==> src/design/spc_regs.vh <==
// Register offsets, field positions, reset values and framing counts of the serial port block.
`ifndef SPC_REGS_VH
`define SPC_REGS_VH

`define SPC_ADDR_W            13
`define SPC_OFF_CONFIG        13'h0000
`define SPC_OFF_UNUSED_ONE    13'h0001
`define SPC_OFF_UNUSED_TWO    13'h0002
`define SPC_OFF_UNUSED_THREE  13'h0003
`define SPC_OFF_SWALLOW       13'h0004
`define SPC_OFF_MAIN_HIGH     13'h0005
`define SPC_OFF_MAIN_LOW      13'h0006

`define SPC_CFG_LONG_BIT      4
`define SPC_CFG_RESTORE_BIT   5
`define SPC_CFG_LSB_BIT       6
`define SPC_CFG_OUTINACT_BIT  7

`define SPC_CFG_WMASK         8'hf0
`define SPC_SWALLOW_W         6
`define SPC_MAIN_W            13
`define SPC_MAIN_HIGH_W       5

`define SPC_CFG_RESET         8'h10
`define SPC_SWALLOW_RESET     6'h00
`define SPC_MAIN_RESET        13'h0000

`define SPC_INSTR_LONG_BITS   5'h10
`define SPC_INSTR_SHORT_BITS  5'h08
`define SPC_LAST_DATA_BIT     3'h7
`define SPC_STREAM_CODE       2'h3

`endif

==> src/design/spc_top.v <==
// Serial control port slave with the port configuration and feedback counter registers.
//
// Contract
// - Config register writes apply immediately, no update.
// - Short mode uses eight-bit instruction phase.
// - Reset leaves long instruction mode selected.
// - Restore bit defaults all registers except config.
// - Restore bit holds until zero written.
// - LSB first: shift low bit, address increments.
// - MSB first default: high bit, address decrements.
// - Output inactive: read data on bidirectional pin.
// - Swallow count six bits, upper two unused.
// - Main count thirteen bits across two registers.
`timescale 1ns/1ps
`include "spc_regs.vh"

module spc_top (
    input  wire                      clk_sys,
    input  wire                      sys_rst,
    input  wire                      sclk,
    input  wire                      cs_n,
    input  wire                      sdio_in,
    output reg                       sdio_out,
    output reg                       sdio_oe,
    output reg                       serial_output_pin,
    output reg                       serial_output_pin_oe,
    output reg  [7:0]                serial_port_config,
    output reg  [`SPC_SWALLOW_W-1:0] swallow_count,
    output reg  [`SPC_MAIN_W-1:0]    main_count
);

    ////////////////////////////////////////////////////////////////////////////////////////////
    // Transaction states.

    localparam [1:0] ST_INSTR = 2'b00;
    localparam [1:0] ST_WRITE = 2'b01;
    localparam [1:0] ST_READ  = 2'b10;
    localparam [1:0] ST_DONE  = 2'b11;

    ////////////////////////////////////////////////////////////////////////////////////////////
    // Pin synchronisers and edge detection.

    wire                     sclk_s;
    wire                     cs_n_s;
    wire                     sdio_s;
    reg                      sclk_d;
    wire                     sclk_rise;
    wire                     sclk_fall;

    spc_sync #(.RESET_VAL(1'b0)) u_sync_sclk (
        .clk_sys   (clk_sys),
        .sys_rst   (sys_rst),
        .pin_async (sclk),
        .pin_sync  (sclk_s)
    );

    spc_sync #(.RESET_VAL(1'b1)) u_sync_csn (
        .clk_sys   (clk_sys),
        .sys_rst   (sys_rst),
        .pin_async (cs_n),
        .pin_sync  (cs_n_s)
    );

    spc_sync #(.RESET_VAL(1'b0)) u_sync_sdio (
        .clk_sys   (clk_sys),
        .sys_rst   (sys_rst),
        .pin_async (sdio_in),
        .pin_sync  (sdio_s)
    );

    always @(posedge clk_sys) begin
        if (sys_rst) begin
            sclk_d <= 1'b0;
        end else begin
            sclk_d <= sclk_s;
        end
    end

    assign sclk_rise = sclk_s & ~sclk_d;
    assign sclk_fall = ~sclk_s & sclk_d;

    ////////////////////////////////////////////////////////////////////////////////////////////
    // Transaction state and shift registers.

    reg  [1:0]               state;
    reg  [15:0]              instr;
    reg  [4:0]               instr_cnt;
    reg  [2:0]               bit_cnt;
    reg  [2:0]               out_cnt;
    reg  [7:0]               data_sr;
    reg  [7:0]               out_sr;
    reg  [`SPC_ADDR_W-1:0]   addr;
    reg  [1:0]               bytes_left;
    reg                      stream;
    reg                      rd_drive;
    reg                      pin_bit;
    reg                      wr_pulse;
    reg  [`SPC_ADDR_W-1:0]   wr_addr;
    reg  [7:0]               wr_data;

    wire                     long_mode;
    wire                     lsb_first;
    wire                     out_inactive;
    wire [4:0]               instr_len;
    wire [15:0]              next_instr;
    wire [7:0]               next_data;
    wire                     dec_rw;
    wire [1:0]               dec_w;
    wire [`SPC_ADDR_W-1:0]   dec_addr;
    wire [`SPC_ADDR_W-1:0]   next_addr;
    wire                     byte_last;
    reg  [7:0]               rd_data;
    wire [7:0]               out_byte;
    wire                     out_bit;

    assign long_mode    = serial_port_config[`SPC_CFG_LONG_BIT];
    assign lsb_first    = serial_port_config[`SPC_CFG_LSB_BIT];
    assign out_inactive = serial_port_config[`SPC_CFG_OUTINACT_BIT];

    // Instruction length follows the wide-instruction flag.
    assign instr_len = long_mode ? `SPC_INSTR_LONG_BITS : `SPC_INSTR_SHORT_BITS;

    // Bit order of the instruction and data shift follows the low-bit-first flag.
    assign next_instr = ~lsb_first ? {instr[14:0], sdio_s} :
                        long_mode  ? {sdio_s, instr[15:1]} :
                                     {8'h00, sdio_s, instr[7:1]};
    assign next_data  = lsb_first ? {sdio_s, data_sr[7:1]} :
                                    {data_sr[6:0], sdio_s};

    // Short instructions carry a five bit address.
    assign dec_rw   = long_mode ? next_instr[15]    : next_instr[7];
    assign dec_w    = long_mode ? next_instr[14:13] : next_instr[6:5];
    assign dec_addr = long_mode ? next_instr[12:0]  : {8'h00, next_instr[4:0]};

    // Multi-byte transfers step the address by bit order.
    assign next_addr = lsb_first ? addr + 13'h0001 : addr - 13'h0001;
    assign byte_last = ~stream && (bytes_left == 2'h0);

    // Read data for the current address; unused bits and slots read zero.
    always @* begin
        rd_data = 8'h00;
        case (addr)
            `SPC_OFF_CONFIG:    rd_data = serial_port_config;
            `SPC_OFF_SWALLOW:   rd_data = {2'b00, swallow_count};
            `SPC_OFF_MAIN_HIGH: rd_data = {3'b000, main_count[12:8]};
            `SPC_OFF_MAIN_LOW:  rd_data = main_count[7:0];
            default:            rd_data = 8'h00;
        endcase
    end

    assign out_byte = (out_cnt == 3'h0) ? rd_data : out_sr;
    assign out_bit  = lsb_first ? out_byte[0] : out_byte[7];

    ////////////////////////////////////////////////////////////////////////////////////////////
    // Transaction sequencer: sample on rising serial clock, drive on falling.

    always @(posedge clk_sys) begin
        if (sys_rst) begin
            state      <= ST_INSTR;
            instr      <= 16'h0000;
            instr_cnt  <= 5'h00;
            bit_cnt    <= 3'h0;
            out_cnt    <= 3'h0;
            data_sr    <= 8'h00;
            out_sr     <= 8'h00;
            addr       <= 13'h0000;
            bytes_left <= 2'h0;
            stream     <= 1'b0;
            rd_drive   <= 1'b0;
            pin_bit    <= 1'b0;
            wr_pulse   <= 1'b0;
            wr_addr    <= 13'h0000;
            wr_data    <= 8'h00;
        end else begin
            wr_pulse <= 1'b0;
            if (cs_n_s) begin
                state     <= ST_INSTR;
                instr     <= 16'h0000;
                instr_cnt <= 5'h00;
                bit_cnt   <= 3'h0;
                out_cnt   <= 3'h0;
                rd_drive  <= 1'b0;
            end else begin
                case (state)
                    ST_INSTR: begin
                        if (sclk_rise) begin
                            instr     <= next_instr;
                            instr_cnt <= instr_cnt + 5'h01;
                            if ((instr_cnt + 5'h01) == instr_len) begin
                                addr       <= dec_addr;
                                bytes_left <= dec_w;
                                stream     <= (dec_w == `SPC_STREAM_CODE);
                                bit_cnt    <= 3'h0;
                                out_cnt    <= 3'h0;
                                state      <= dec_rw ? ST_READ : ST_WRITE;
                            end
                        end
                    end
                    ST_WRITE: begin
                        if (sclk_rise) begin
                            data_sr <= next_data;
                            bit_cnt <= bit_cnt + 3'h1;
                            if (bit_cnt == `SPC_LAST_DATA_BIT) begin
                                wr_pulse <= 1'b1;
                                wr_addr  <= addr;
                                wr_data  <= next_data;
                                addr     <= next_addr;
                                if (byte_last) begin
                                    state <= ST_DONE;
                                end else if (~stream) begin
                                    bytes_left <= bytes_left - 2'h1;
                                end
                            end
                        end
                    end
                    ST_READ: begin
                        if (sclk_fall) begin
                            rd_drive <= 1'b1;
                            pin_bit  <= out_bit;
                            out_sr   <= lsb_first ? {1'b0, out_byte[7:1]} :
                                                    {out_byte[6:0], 1'b0};
                            out_cnt  <= out_cnt + 3'h1;
                        end
                        if (sclk_rise) begin
                            bit_cnt <= bit_cnt + 3'h1;
                            if (bit_cnt == `SPC_LAST_DATA_BIT) begin
                                addr <= next_addr;
                                if (byte_last) begin
                                    state <= ST_DONE;
                                end else if (~stream) begin
                                    bytes_left <= bytes_left - 2'h1;
                                end
                            end
                        end
                    end
                    ST_DONE: begin
                        state <= ST_DONE;
                    end
                    default: begin
                        state <= ST_INSTR;
                    end
                endcase
            end
        end
    end

    ////////////////////////////////////////////////////////////////////////////////////////////
    // Pin drivers.

    always @(posedge clk_sys) begin
        if (sys_rst) begin
            sdio_out             <= 1'b0;
            sdio_oe              <= 1'b0;
            serial_output_pin    <= 1'b0;
            serial_output_pin_oe <= 1'b0;
        end else begin
            sdio_out             <= pin_bit;
            serial_output_pin    <= pin_bit;
            sdio_oe              <= rd_drive & ~cs_n_s & out_inactive;
            serial_output_pin_oe <= rd_drive & ~cs_n_s & ~out_inactive;
        end
    end

    ////////////////////////////////////////////////////////////////////////////////////////////
    // Register file.

    always @(posedge clk_sys) begin
        if (sys_rst) begin
            serial_port_config <= `SPC_CFG_RESET;
            swallow_count      <= `SPC_SWALLOW_RESET;
            main_count         <= `SPC_MAIN_RESET;
        end else begin
            if (wr_pulse) begin
                case (wr_addr)
                    `SPC_OFF_CONFIG: begin
                        // Takes effect on the next cycle with no update step.
                        serial_port_config <= wr_data & `SPC_CFG_WMASK;
                    end
                    `SPC_OFF_SWALLOW: begin
                        swallow_count <= wr_data[5:0];
                    end
                    `SPC_OFF_MAIN_HIGH: begin
                        main_count[12:8] <= wr_data[4:0];
                    end
                    `SPC_OFF_MAIN_LOW: begin
                        main_count[7:0] <= wr_data;
                    end
                    default: begin
                        main_count <= main_count;
                    end
                endcase
            end
            // Restore holds every other register at its default while set.
            if (serial_port_config[`SPC_CFG_RESTORE_BIT]) begin
                swallow_count <= `SPC_SWALLOW_RESET;
                main_count    <= `SPC_MAIN_RESET;
            end
        end
    end

endmodule

==> src/design/spc_sync.v <==
// Two flip-flop synchroniser for one asynchronous pin.
`timescale 1ns/1ps

module spc_sync #(
    parameter RESET_VAL = 1'b0
) (
    input  wire clk_sys,
    input  wire sys_rst,
    input  wire pin_async,
    output reg  pin_sync
);

    reg stage_one;

    always @(posedge clk_sys) begin
        if (sys_rst) begin
            stage_one <= RESET_VAL;
            pin_sync  <= RESET_VAL;
        end else begin
            stage_one <= pin_async;
            pin_sync  <= stage_one;
        end
    end

endmodule

==> config.mk <==
export PLATFORM = sky130hd
export DESIGN_NAME = spc_top
export DESIGN_NICKNAME = d
export VERILOG_FILES = /design/src/design/spc_top.v /design/src/design/spc_sync.v
export VERILOG_INCLUDE_DIRS = /design/src /design/src/design
export SDC_FILE = /design/constraint.sdc
export NUM_CORES = 1
export LEC_CHECK = 0
export ABC_AREA = 1
export BUFFER_PORTS_ARGS = -buffer_cell sky130_fd_sc_hd__buf_2
export CAP_MARGIN = 10
export CELL_PAD_IN_SITES_DETAIL_PLACEMENT = 0
export CELL_PAD_IN_SITES_GLOBAL_PLACEMENT = 1
export CORE_MARGIN = 10
export CORE_UTILIZATION = 44
export CTS_CLUSTER_DIAMETER = 40
export CTS_CLUSTER_SIZE = 24
export DETAILED_ROUTE_END_ITERATION = 8
export PLACE_DENSITY = 0.78
export RECOVER_POWER = 25
export SLEW_MARGIN = 10
export SYNTH_ARGS = -nofsm -noshare
export SYNTH_HDL_FRONTEND = slang
export SYNTH_SLANG_ARGS = --single-unit
==> constraint.sdc <==
create_clock -name clk_sys -period 2.76 [get_ports clk_sys]
set_input_delay 0.276 -clock clk_sys [delete_from_list [all_inputs] [get_ports clk_sys]]
set_output_delay 0.276 -clock clk_sys [all_outputs]
set_load 0.01 [all_outputs]
## Word level (Yosys, flattened, before mapping)

Index checks and enable logic that the tools add are counted.

- Register bits after elaboration: 118
- Bits in writable memories: 0
- Bits in latches: 0
- Input port bits: 5
- Output and inout bits: 31
- Memories kept: 0
- Word-level logic and storage cells: 132
- Bits in read-only memories: 0

- Mux-type cells: 38
- Bitwise operators: 12
- Multipliers: 0
- Reduce and logical (&&, ||, !) cells: 27
- Divide/modulo/power cells: 0
- Magnitude comparators: 0
- Shift-type cells: 0
- Equal/unequal tests: 20
- $add $sub $neg: 6

Operators by type and width:

| kind | count |
|---|---|
| $eq 13x3->1 const B | 6 |
| $mux 13 | 6 |
| $mux 16 | 2 |
| $pmux 8 s4 | 1 |
| $logic_not 13->1 | 2 |
| $mux 2 | 13 |
| $pmux 13 s2 | 1 |
| $mux 8 | 3 |
| $reduce_and 4->1 | 4 |
| $add 13x1->13 const B | 1 |
| $sub 13x1->13 const B | 1 |
| $mux 3 | 4 |
| $pmux 3 s2 | 2 |
| $reduce_and 2->1 | 6 |
| $ne 2x2->1 const B | 5 |
| $reduce_and 8->1 | 1 |
| $not 1->1 | 7 |
| $add 3x1->3 const B | 2 |
| $eq 2x2->1 const B | 3 |
| $ne 2x1->1 const B | 3 |
| $pmux 2 s3 | 1 |
| $reduce_and 3->1 | 2 |
| $reduce_and 6->1 | 1 |
| $reduce_or 2->1 | 3 |
| other kinds (15) | 23 |

## Logic depth before layout (Yosys ltp)

Gate-level depths: netlist of the first run.

- Word-level depth: 7
- Depth in mapped cells: 15
- Depth with buffers taken out: 13

## Cells and area by module

From an unflattened synthesis of the first run, not the netlist that was laid out.

- Cell total of the unflattened synthesis: 874
- Area, all modules: 6057.1 um^2

Modules (own cells, without submodules):

| module | cells each | area an instance (um^2) | times used | seq. area each (um^2) |
|---|---|---|---|---|
| spc_top | 855 | 5888.1 | 1 | 2242.2 |
| spc_sync (u_sync_sclk ...) | 6 | 55.1 | 2 | 40.0 |
| spc_sync (u_sync_csn) | 7 | 58.8 | 1 | 40.0 |

## Worst setup path after synthesis of the first run

Ideal clock, no wire load.

- Path type: flip-flop to flip-flop
- Start: reg serial_port_config[6]
- End: reg addr[12]
- Data arrival time: 2.005 ns
- Buffers on the path: 2
- Slack: 0.641 ns
- Setup time: 0.114 ns
- Required time: 2.646 ns
- Cell stages (with the launch flop): 14
- Period minus slack after synthesis: 2.119 ns
- Cell sequence: dfxtp_1 -> buf_2 -> inv_1 -> buf_2 -> fa_1 -> nand2_1 -> nand2_1 -> nand2_1 -> nand2_1 -> nand3_1 -> nand3_1 -> xor2_1 -> a21oi_1 -> nor2_1

- Word-level cells in the longest chain between the ends: 5
- Elaborated cells between the ends (all ways): 8
- Classes of those cells: 8 x mux

Ends and longest elaborated chain:

| what | RTL line | RTL |
|---|---|---|
| start, declared | spc_top.v:27 | `output reg [7:0] serial_port_config,` |
| start signal, assigned | spc_top.v:269 | `` serial_port_config <= `SPC_CFG_RESET; `` |
| start signal, assigned | spc_top.v:277 | `` serial_port_config <= wr_data & `SPC_CFG_WMASK; `` |
| $mux 16 | spc_top.v:124 | `assign next_instr = ~lsb_first ? {instr[14:0], sdio_s} :` |
| $mux 13 | spc_top.v:133 | `assign dec_addr = long_mode ? next_instr[12:0] : {8'h00, next_instr[4:0]};` |
| $mux 13 | spc_top.v:189 | `if ((instr_cnt + 5'h01) == instr_len) begin` |
| $mux 13 | spc_top.v:186 | `if (sclk_rise) begin` |
| $pmux 13 s2 (*) | spc_top.v:184 | `case (state)` |
| end signal, assigned | spc_top.v:190 | `addr <= dec_addr;` |
| end signal, assigned | spc_top.v:207 | `addr <= next_addr;` |
| end signal, assigned | spc_top.v:227 | `addr <= next_addr;` |
| end, declared | spc_top.v:92 | `` reg [`SPC_ADDR_W-1:0] addr; `` |

Every way passes the cells marked *; elsewhere a longest branch is shown, timed or not. The select of a mux whose other input is x is not followed.
A chain may end at the register's enable or synchronous reset.

## Worst setup path after layout of the first run

- Start: reg state[0]
- End: reg stream

- Word-level cells in the longest chain between the ends: 2

Ends and longest elaborated chain:

| what | RTL line | RTL |
|---|---|---|
| start, declared | spc_top.v:85 | `reg [1:0] state;` |
| start signal, assigned | spc_top.v:195 | `state <= dec_rw ? ST_READ : ST_WRITE;` |
| $logic_not 2->1 | spc_top.v:184 |  |
| $reduce_and 4->1 (no source line) | - |  |
| end signal, assigned | spc_top.v:192 | `` stream <= (dec_w == `SPC_STREAM_CODE); `` |
| end, declared | spc_top.v:94 | `reg stream;` |

No other way between the ends.

==> impl_results.md, run 1 <==
- Post-synthesis cell area: 6050 sq um
- Rows: 42
- Total grt overflow: 0
- Die Wd: 137 microns
- Count of pins over their slew limit: 0
- Seq/Total Area, Yosys: 39.1%
- Yosys Warn Count: 0
- Power Dens Cells: 578 nW/um^2
- Worst skew pair latency: 0.42 ns
- Critical Path Fanout Max: 30
- Mapped Cells: 881
- Routability congestion estimate from global placement: 0.862
- Commonest non-fill, non-tap cell in the layout: nand2_1
- I/O pin count: 36
- Max-slew headroom: 10.1%
- RSZ-0062 raised after global routing: no
- Post_cts resized: 0
- Seq pwr share: 43.2%
- Total wire length: 15700 microns
- Sw frac: 22.2%
- CTS tree: yes
- Psw: 0.878 mW
- Hold_buf cts: 0
- Status: finished, final reports clean
- Starting Density: 45.3%
- Fmax: 463 MHz
- Post-synth ARST share: 0%
- PortBufs: 31
- CP Launch Type: register
- Pint: 3.08 mW
- Die height: 137 microns
- Critical Path Slowest Stage Cell: nor2_2
- Dpl cell area: 6310 sq um
- Fin area: 6860 sq um
- Final number of setup-violating endpoints: 0
- Final-stage net count: 931
- Max stage delay on crit path: 0.44 ns
- Vias in the first global route: 5297
- Vias per inst: 5.08
- Via count: 5556
- CTS Buffer Depth: 2
- Die footprint: 18800 sq um
- Crit path required time: 3.06 ns
- Synth unique cells: 46
- Clock-pin slew on the worst setup and hold paths: 0.06 ns
- Number of synthesized register bits: 118
- Setup bufs post-CTS: 0
- Drt first-iter violations: 409
- Crit-path most repeated cell: inv_1
- Least-Margin Pin Slew: 1.35 ns
- Clock share of power: 55.0%
- Combinational share of power: 1.8%
- Layout cells sized above 1: 8.28%
- CP Class: register to register
- Max-Cap Viols: 0
- Antenna diodes: 0
- Remaining antenna violation count: 0
- WP data arrival: 2.47 ns
- Detailed Routing Iterations Pass 1: 5
- Pleak: 3.01 nW
- Post-synth EDFFs: 0
- Gr usage total: 17.6%
- Worst vdd ir: 0.000529 V
- Post-DP HPWL: 11400 microns
- Cells along the critical path: inv_1 > ha_1 > inv_1 > nor2_2 > inv_2 > nor2_1 > nand2_1 > o21ai_1 > a21oi_1
- Area delta synth->final: 13.5%
- Syn Area/Cell: 6.86 sq um
- DR WL/cell: 14.4 microns
- Number of remaining DRC errors: 0
- Core area: 13300 sq um
- Initial antenna violation count: 0
- Cts bufs inserted: 17
- Tmin final: 2.16 ns
- First-pass GRT wire length: 26400 microns
- Clk_skew: 0.00716 ns
- Hold_ws: 0.0493 ns
- Main synth FF type: dfxtp_1
- Worst setup EP type: register
- Setup_tns: 0 ns
- TritonCTS Sinks: 118
- Clock root cell: clkbuf_16
- Worst min path class: input port to register
- Largest net degree at the start of global routing: 35
- Period utilization: 78.3%
- H-tree depth: 4
- Final-report hold violation count: 0
- Most frequent cells in the layout: nand2_1, dfxtp_1, nor2_1
[synthesized netlist by cell type (all sizes together), types with 5 or more instances]
cell	number	area (sq um)
o22ai	10	62.6
nor2	115	474
inv	95	357
ha	20	250
dfxtp	118	2360
o21ai	91	455
a21oi	83	423
buf	25	153
nand3	65	330
a211oi	10	75.1
clkbuf	14	53.8
nand2	197	759
nand4	5	37.5
[registers in the layout, indices dropped and copies added (netlist names), 2 cells and up]
name / flops
wr_data: 8
bit_cnt: 3
addr: 13
out_cnt: 3
swallow_count: 6
instr: 16
state: 2
out_sr: 8
instr_cnt: 5
serial_port_config: 4
data_sr: 8
wr_addr: 13
bytes_left: 2
main_count: 13
[cell families (layout without fill, tap and decap cells)]
family | count (synthesis) | count (layout) | synth area share [%]
adder cells (fa/ha/maj) | 21 | 21 | 4.47
multiplexers | 1 | 1 | 0.166
flip-flops | 118 | 118 | 39.1
AND/OR/NAND/NOR | 391 | 391 | 27.4
buffers and inverters | 135 | 169 | 9.37
AO/OA/AOI/OAI | 207 | 207 | 18.4
XOR/XNOR | 7 | 7 | 1.01
other | 1 | 4 | 0.0620
[final cells by class]
class	count	area, sq um
multi-input cells	631	3120
repair buffers	41	204
inverters	96	360
well taps	176	220
flip-flops and latches	118	2360
fillers	1372	6490
clock inverters	14	151
clock buffers	18	439
[worst paths after layout]
check                           cells after the start              endpoint                  start  slack (ns)
worst max-delay path                                9                stream               state[0]        0.60
worst min-delay path                                2  u_sync_csn.stage_one                   cs_n        0.05
worst max register to register                      9                stream               state[0]        0.60
worst min register to register                      2  u_sync_sclk.pin_sync  u_sync_sclk.stage_one        0.40
[metal layers]
metal	global-route usage (%)	part of all wire, %
met1	24.2	50
met2	26.6	45
met3	3.86	4.3
met4	6.26	1.1
met5	0	0
[critical path: cells and delay by family (launching register included)]
kind,cells,cell delay [ns]
flops,1,0.32
compound gates,2,0.17
fa+ha+maj,1,0.26
buf+inv,3,0.58
simple gates,3,0.72
[power by group through the flow]
stage                     clock [mW]  sequential [mW]  combinational (mW)
after floorplan                    0             1.75              0.0547
after CTS                       2.23             1.71              0.0703
after detailed placement           0             1.75              0.0700
after global placement             0             1.75              0.0696
final                           2.18             1.71              0.0697
after global routing            2.31             1.71              0.0789
[stage by stage]
stage / utilization (%) / setup WS, ns / power, mW / std cells
after global placement: 47.3 / 0.694 / 1.82 / 1062
after floorplan: - / 0.641 / 1.80 / 884
after global routing: 51.4 / 0.307 / 4.10 / 1094
after detailed placement: 47.3 / 0.626 / 1.82 / 1062
final: 51.4 / 0.598 / 3.96 / 1094
after CTS: 51.7 / 0.606 / 4.02 / 1094
No activity file was read; power rests on OpenSTA's default activity.
==> inputs of run 2 (changes only) <==
--- a/config.mk
+++ b/config.mk
@@ -12,11 +12,11 @@
 export CELL_PAD_IN_SITES_DETAIL_PLACEMENT = 0
 export CELL_PAD_IN_SITES_GLOBAL_PLACEMENT = 1
 export CORE_MARGIN = 10
-export CORE_UTILIZATION = 44
+export CORE_UTILIZATION = 40
 export CTS_CLUSTER_DIAMETER = 40
 export CTS_CLUSTER_SIZE = 24
 export DETAILED_ROUTE_END_ITERATION = 8
-export PLACE_DENSITY = 0.78
+export PLACE_DENSITY = 0.74
 export RECOVER_POWER = 25
 export SLEW_MARGIN = 10
 export SYNTH_ARGS = -nofsm -noshare
==> constraint.sdc (replaced) <==
create_clock -name clk_sys -period 1.8 [get_ports clk_sys]
set_input_delay 0.18 -clock clk_sys [delete_from_list [all_inputs] [get_ports clk_sys]]
set_output_delay 0.18 -clock clk_sys [all_outputs]
set_load 0.01 [all_outputs]
==> run 2 against run 1 <==
  * Maximum frequency increased by 26%
  * Sequential power up 53%
  * First-iteration DRC count decreased by 17%
  * Sequential cell count is the same
  * Register-to-register slack worse by 0.52 ns
  * Setup slack got worse by 0.52 ns
  * Power is 61% higher
  * Clock-buffer cell count grew 2
  * Clock skew grew 0.0024 ns
  * Sequential share of layout area shrank 2.9 points
  * Routed wire length increased by 4.4%
  * Die area rose by 8.5%
==> impl_results.md, run 2 (same netlist as run 1, synthesis figures left out) <==
- Clk_skew: 0.00959 ns
- Post-DP HPWL: 12000 microns
- Rows: 44
- Layout cells sized above 1: 16.5%
- Antenna diodes: 0
- Max-slew headroom: 38.1%
- TritonCTS Sinks: 118
- Die footprint: 20400 sq um
- CP Class: register to register
- Status: finished, final reports clean
- Die height: 143 microns
- Tmin final: 1.72 ns
- Routability congestion estimate from global placement: 0.923
- Hold_ws: 0.213 ns
- Most frequent cells in the layout: nand2_1, dfxtp_1, nor2_1
- Count of pins over their slew limit: 0
- Starting Density: 41.1%
- Clock root cell: clkbuf_16
- Worst setup EP type: register
- Pleak: 3.25 nW
- Least-Margin Pin Slew: 0.929 ns
- Setup ws final: 0.0795 ns
- Power Dens Cells: 844 nW/um^2
- Hold depth: 2
- PortBufs: 31
- DR WL/cell: 14.5 microns
- Core area: 14700 sq um
- Area delta synth->final: 24.6%
- Filler cells: 1466
- WP data arrival: 2.04 ns
- Final-stage net count: 964
- Worst vdd ir: 0.000967 V
- Detailed Routing Iterations Pass 1: 5
- Vias in the first global route: 5619
- Largest net degree at the start of global routing: 35
- H-tree depth: 4
- Worst min path class: input port to register
- CTS Buffer Depth: 2
- Largest register by flop count: instr
- Remaining antenna violation count: 0
- Final-report hold violation count: 0
- Period utilization: 95.6%
- Max-Cap Viols: 0
- Total grt overflow: 0
- Die Wd: 143 microns
- Total wire length: 16400 microns
- Initial antenna violation count: 0
- Clock-pin slew on the worst setup and hold paths: 0.06 ns
- Cts bufs inserted: 17
- Crit path required time: 2.12 ns
- Vias per inst: 5.04
- Worst skew pair latency: 0.42 ns
- Via count: 5723
- Gr usage total: 16.6%
- CP Launch Type: register
- Place WS: -0.0925 ns
- CTS tree: yes
- First-pass GRT wire length: 27400 microns
- RSZ-0062 raised after global routing: yes
- Reg2reg path depth: 11
- Max reg flops: 16
- Commonest non-fill, non-tap cell in the layout: nand2_1
- Drt first-iter violations: 339
- Fmax: 581 MHz
- Final number of setup-violating endpoints: 0
- Number of remaining DRC errors: 0
- I/O pin count: 36
- Critical Path Fanout Max: 13
## run 2: cell count changes in the layout (fill, tap and decap cells not counted), moves of 9 or more
cell     delta
a21oi_1    -10
a21oi_2    +10
buf_4      +25
ha_1       -11
ha_4       +10
nand2_1     -9
nand2_2     +9
## run 2: metal layers
| metal | part of all wire, % | global-route usage, % | vias to the layer above | wire length [microns] |
|---|---|---|---|---|
| met5 | 0 | 0 | - | 0 |
| met4 | 1.3 | 5.54 | 0 | 221 |
| li1 | - | - | 2995 | - |
| met2 | 46 | 26.1 | 103 | 7530 |
| met1 | 48 | 21.5 | 2608 | 7910 |
| met3 | 4.6 | 4.51 | 17 | 752 |
## run 2: worst paths after layout
kind                               end                   from  slack [ns]
setup / recovery              addr[12]  serial_port_config[6]        0.08
hold / removal       serial_output_pin                sys_rst        0.21
setup reg to reg              addr[12]  serial_port_config[6]        0.08
hold reg to reg   u_sync_sclk.pin_sync  u_sync_sclk.stage_one        0.41
## run 2: timing repair
item | CTS | global route
cloned | 0 | 1
hold buffers | 3 | 0
buffers inserted | 1 | 2
setup endpoints to repair | 13 | 32
hold endpoints to repair | 3 | 0
gates resized for setup | 3 | 59
pin swaps | 1 | 6
## run 2: stage by stage
step / total power, mW / instances / utilization (%) / area (sq um) / TNS [ns]
after CTS: 6.42 / 1132 / 49.5 / 7280 / 0
after global placement: 2.80 / 1096 / 44.8 / 6580 / -0.0860
after detailed placement: 2.80 / 1096 / 44.8 / 6580 / -0.212
after global routing: 6.56 / 1135 / 51.3 / 7530 / -0.228
after floorplan: 2.77 / 884 / - / 6120 / -0.0213
final: 6.36 / 1135 / 51.3 / 7530 / 0
## run 2: cell type report
class,instances,area (sq um),area share (%)
inverters,96,368,4.88
well taps,184,230,3.06
multi-input cells,632,3420,45.5
clock inverters,12,175,2.33
repair buffers,73,503,6.68
flip-flops and latches,118,2380,31.5
clock buffers,20,457,6.06
## run 2: power breakdown
group	internal, mW	switching [mW]
Clock	2.38	1.23
Combinational	0.0414	0.0818
Sequential	2.62	0.00518
Total	5.05	1.31
## run 2: worst max-delay path: stages, from the launching register on
cell     delay, ns
dfxtp_4       0.38
inv_8         0.09
fa_2          0.36
nand2_2       0.07
nand2_1       0.05
nand2_1       0.08
nand2_2       0.10
nand3_2       0.08
nand3_2       0.07
xor2_1        0.16
a21oi_2       0.13
nor2_1        0.04
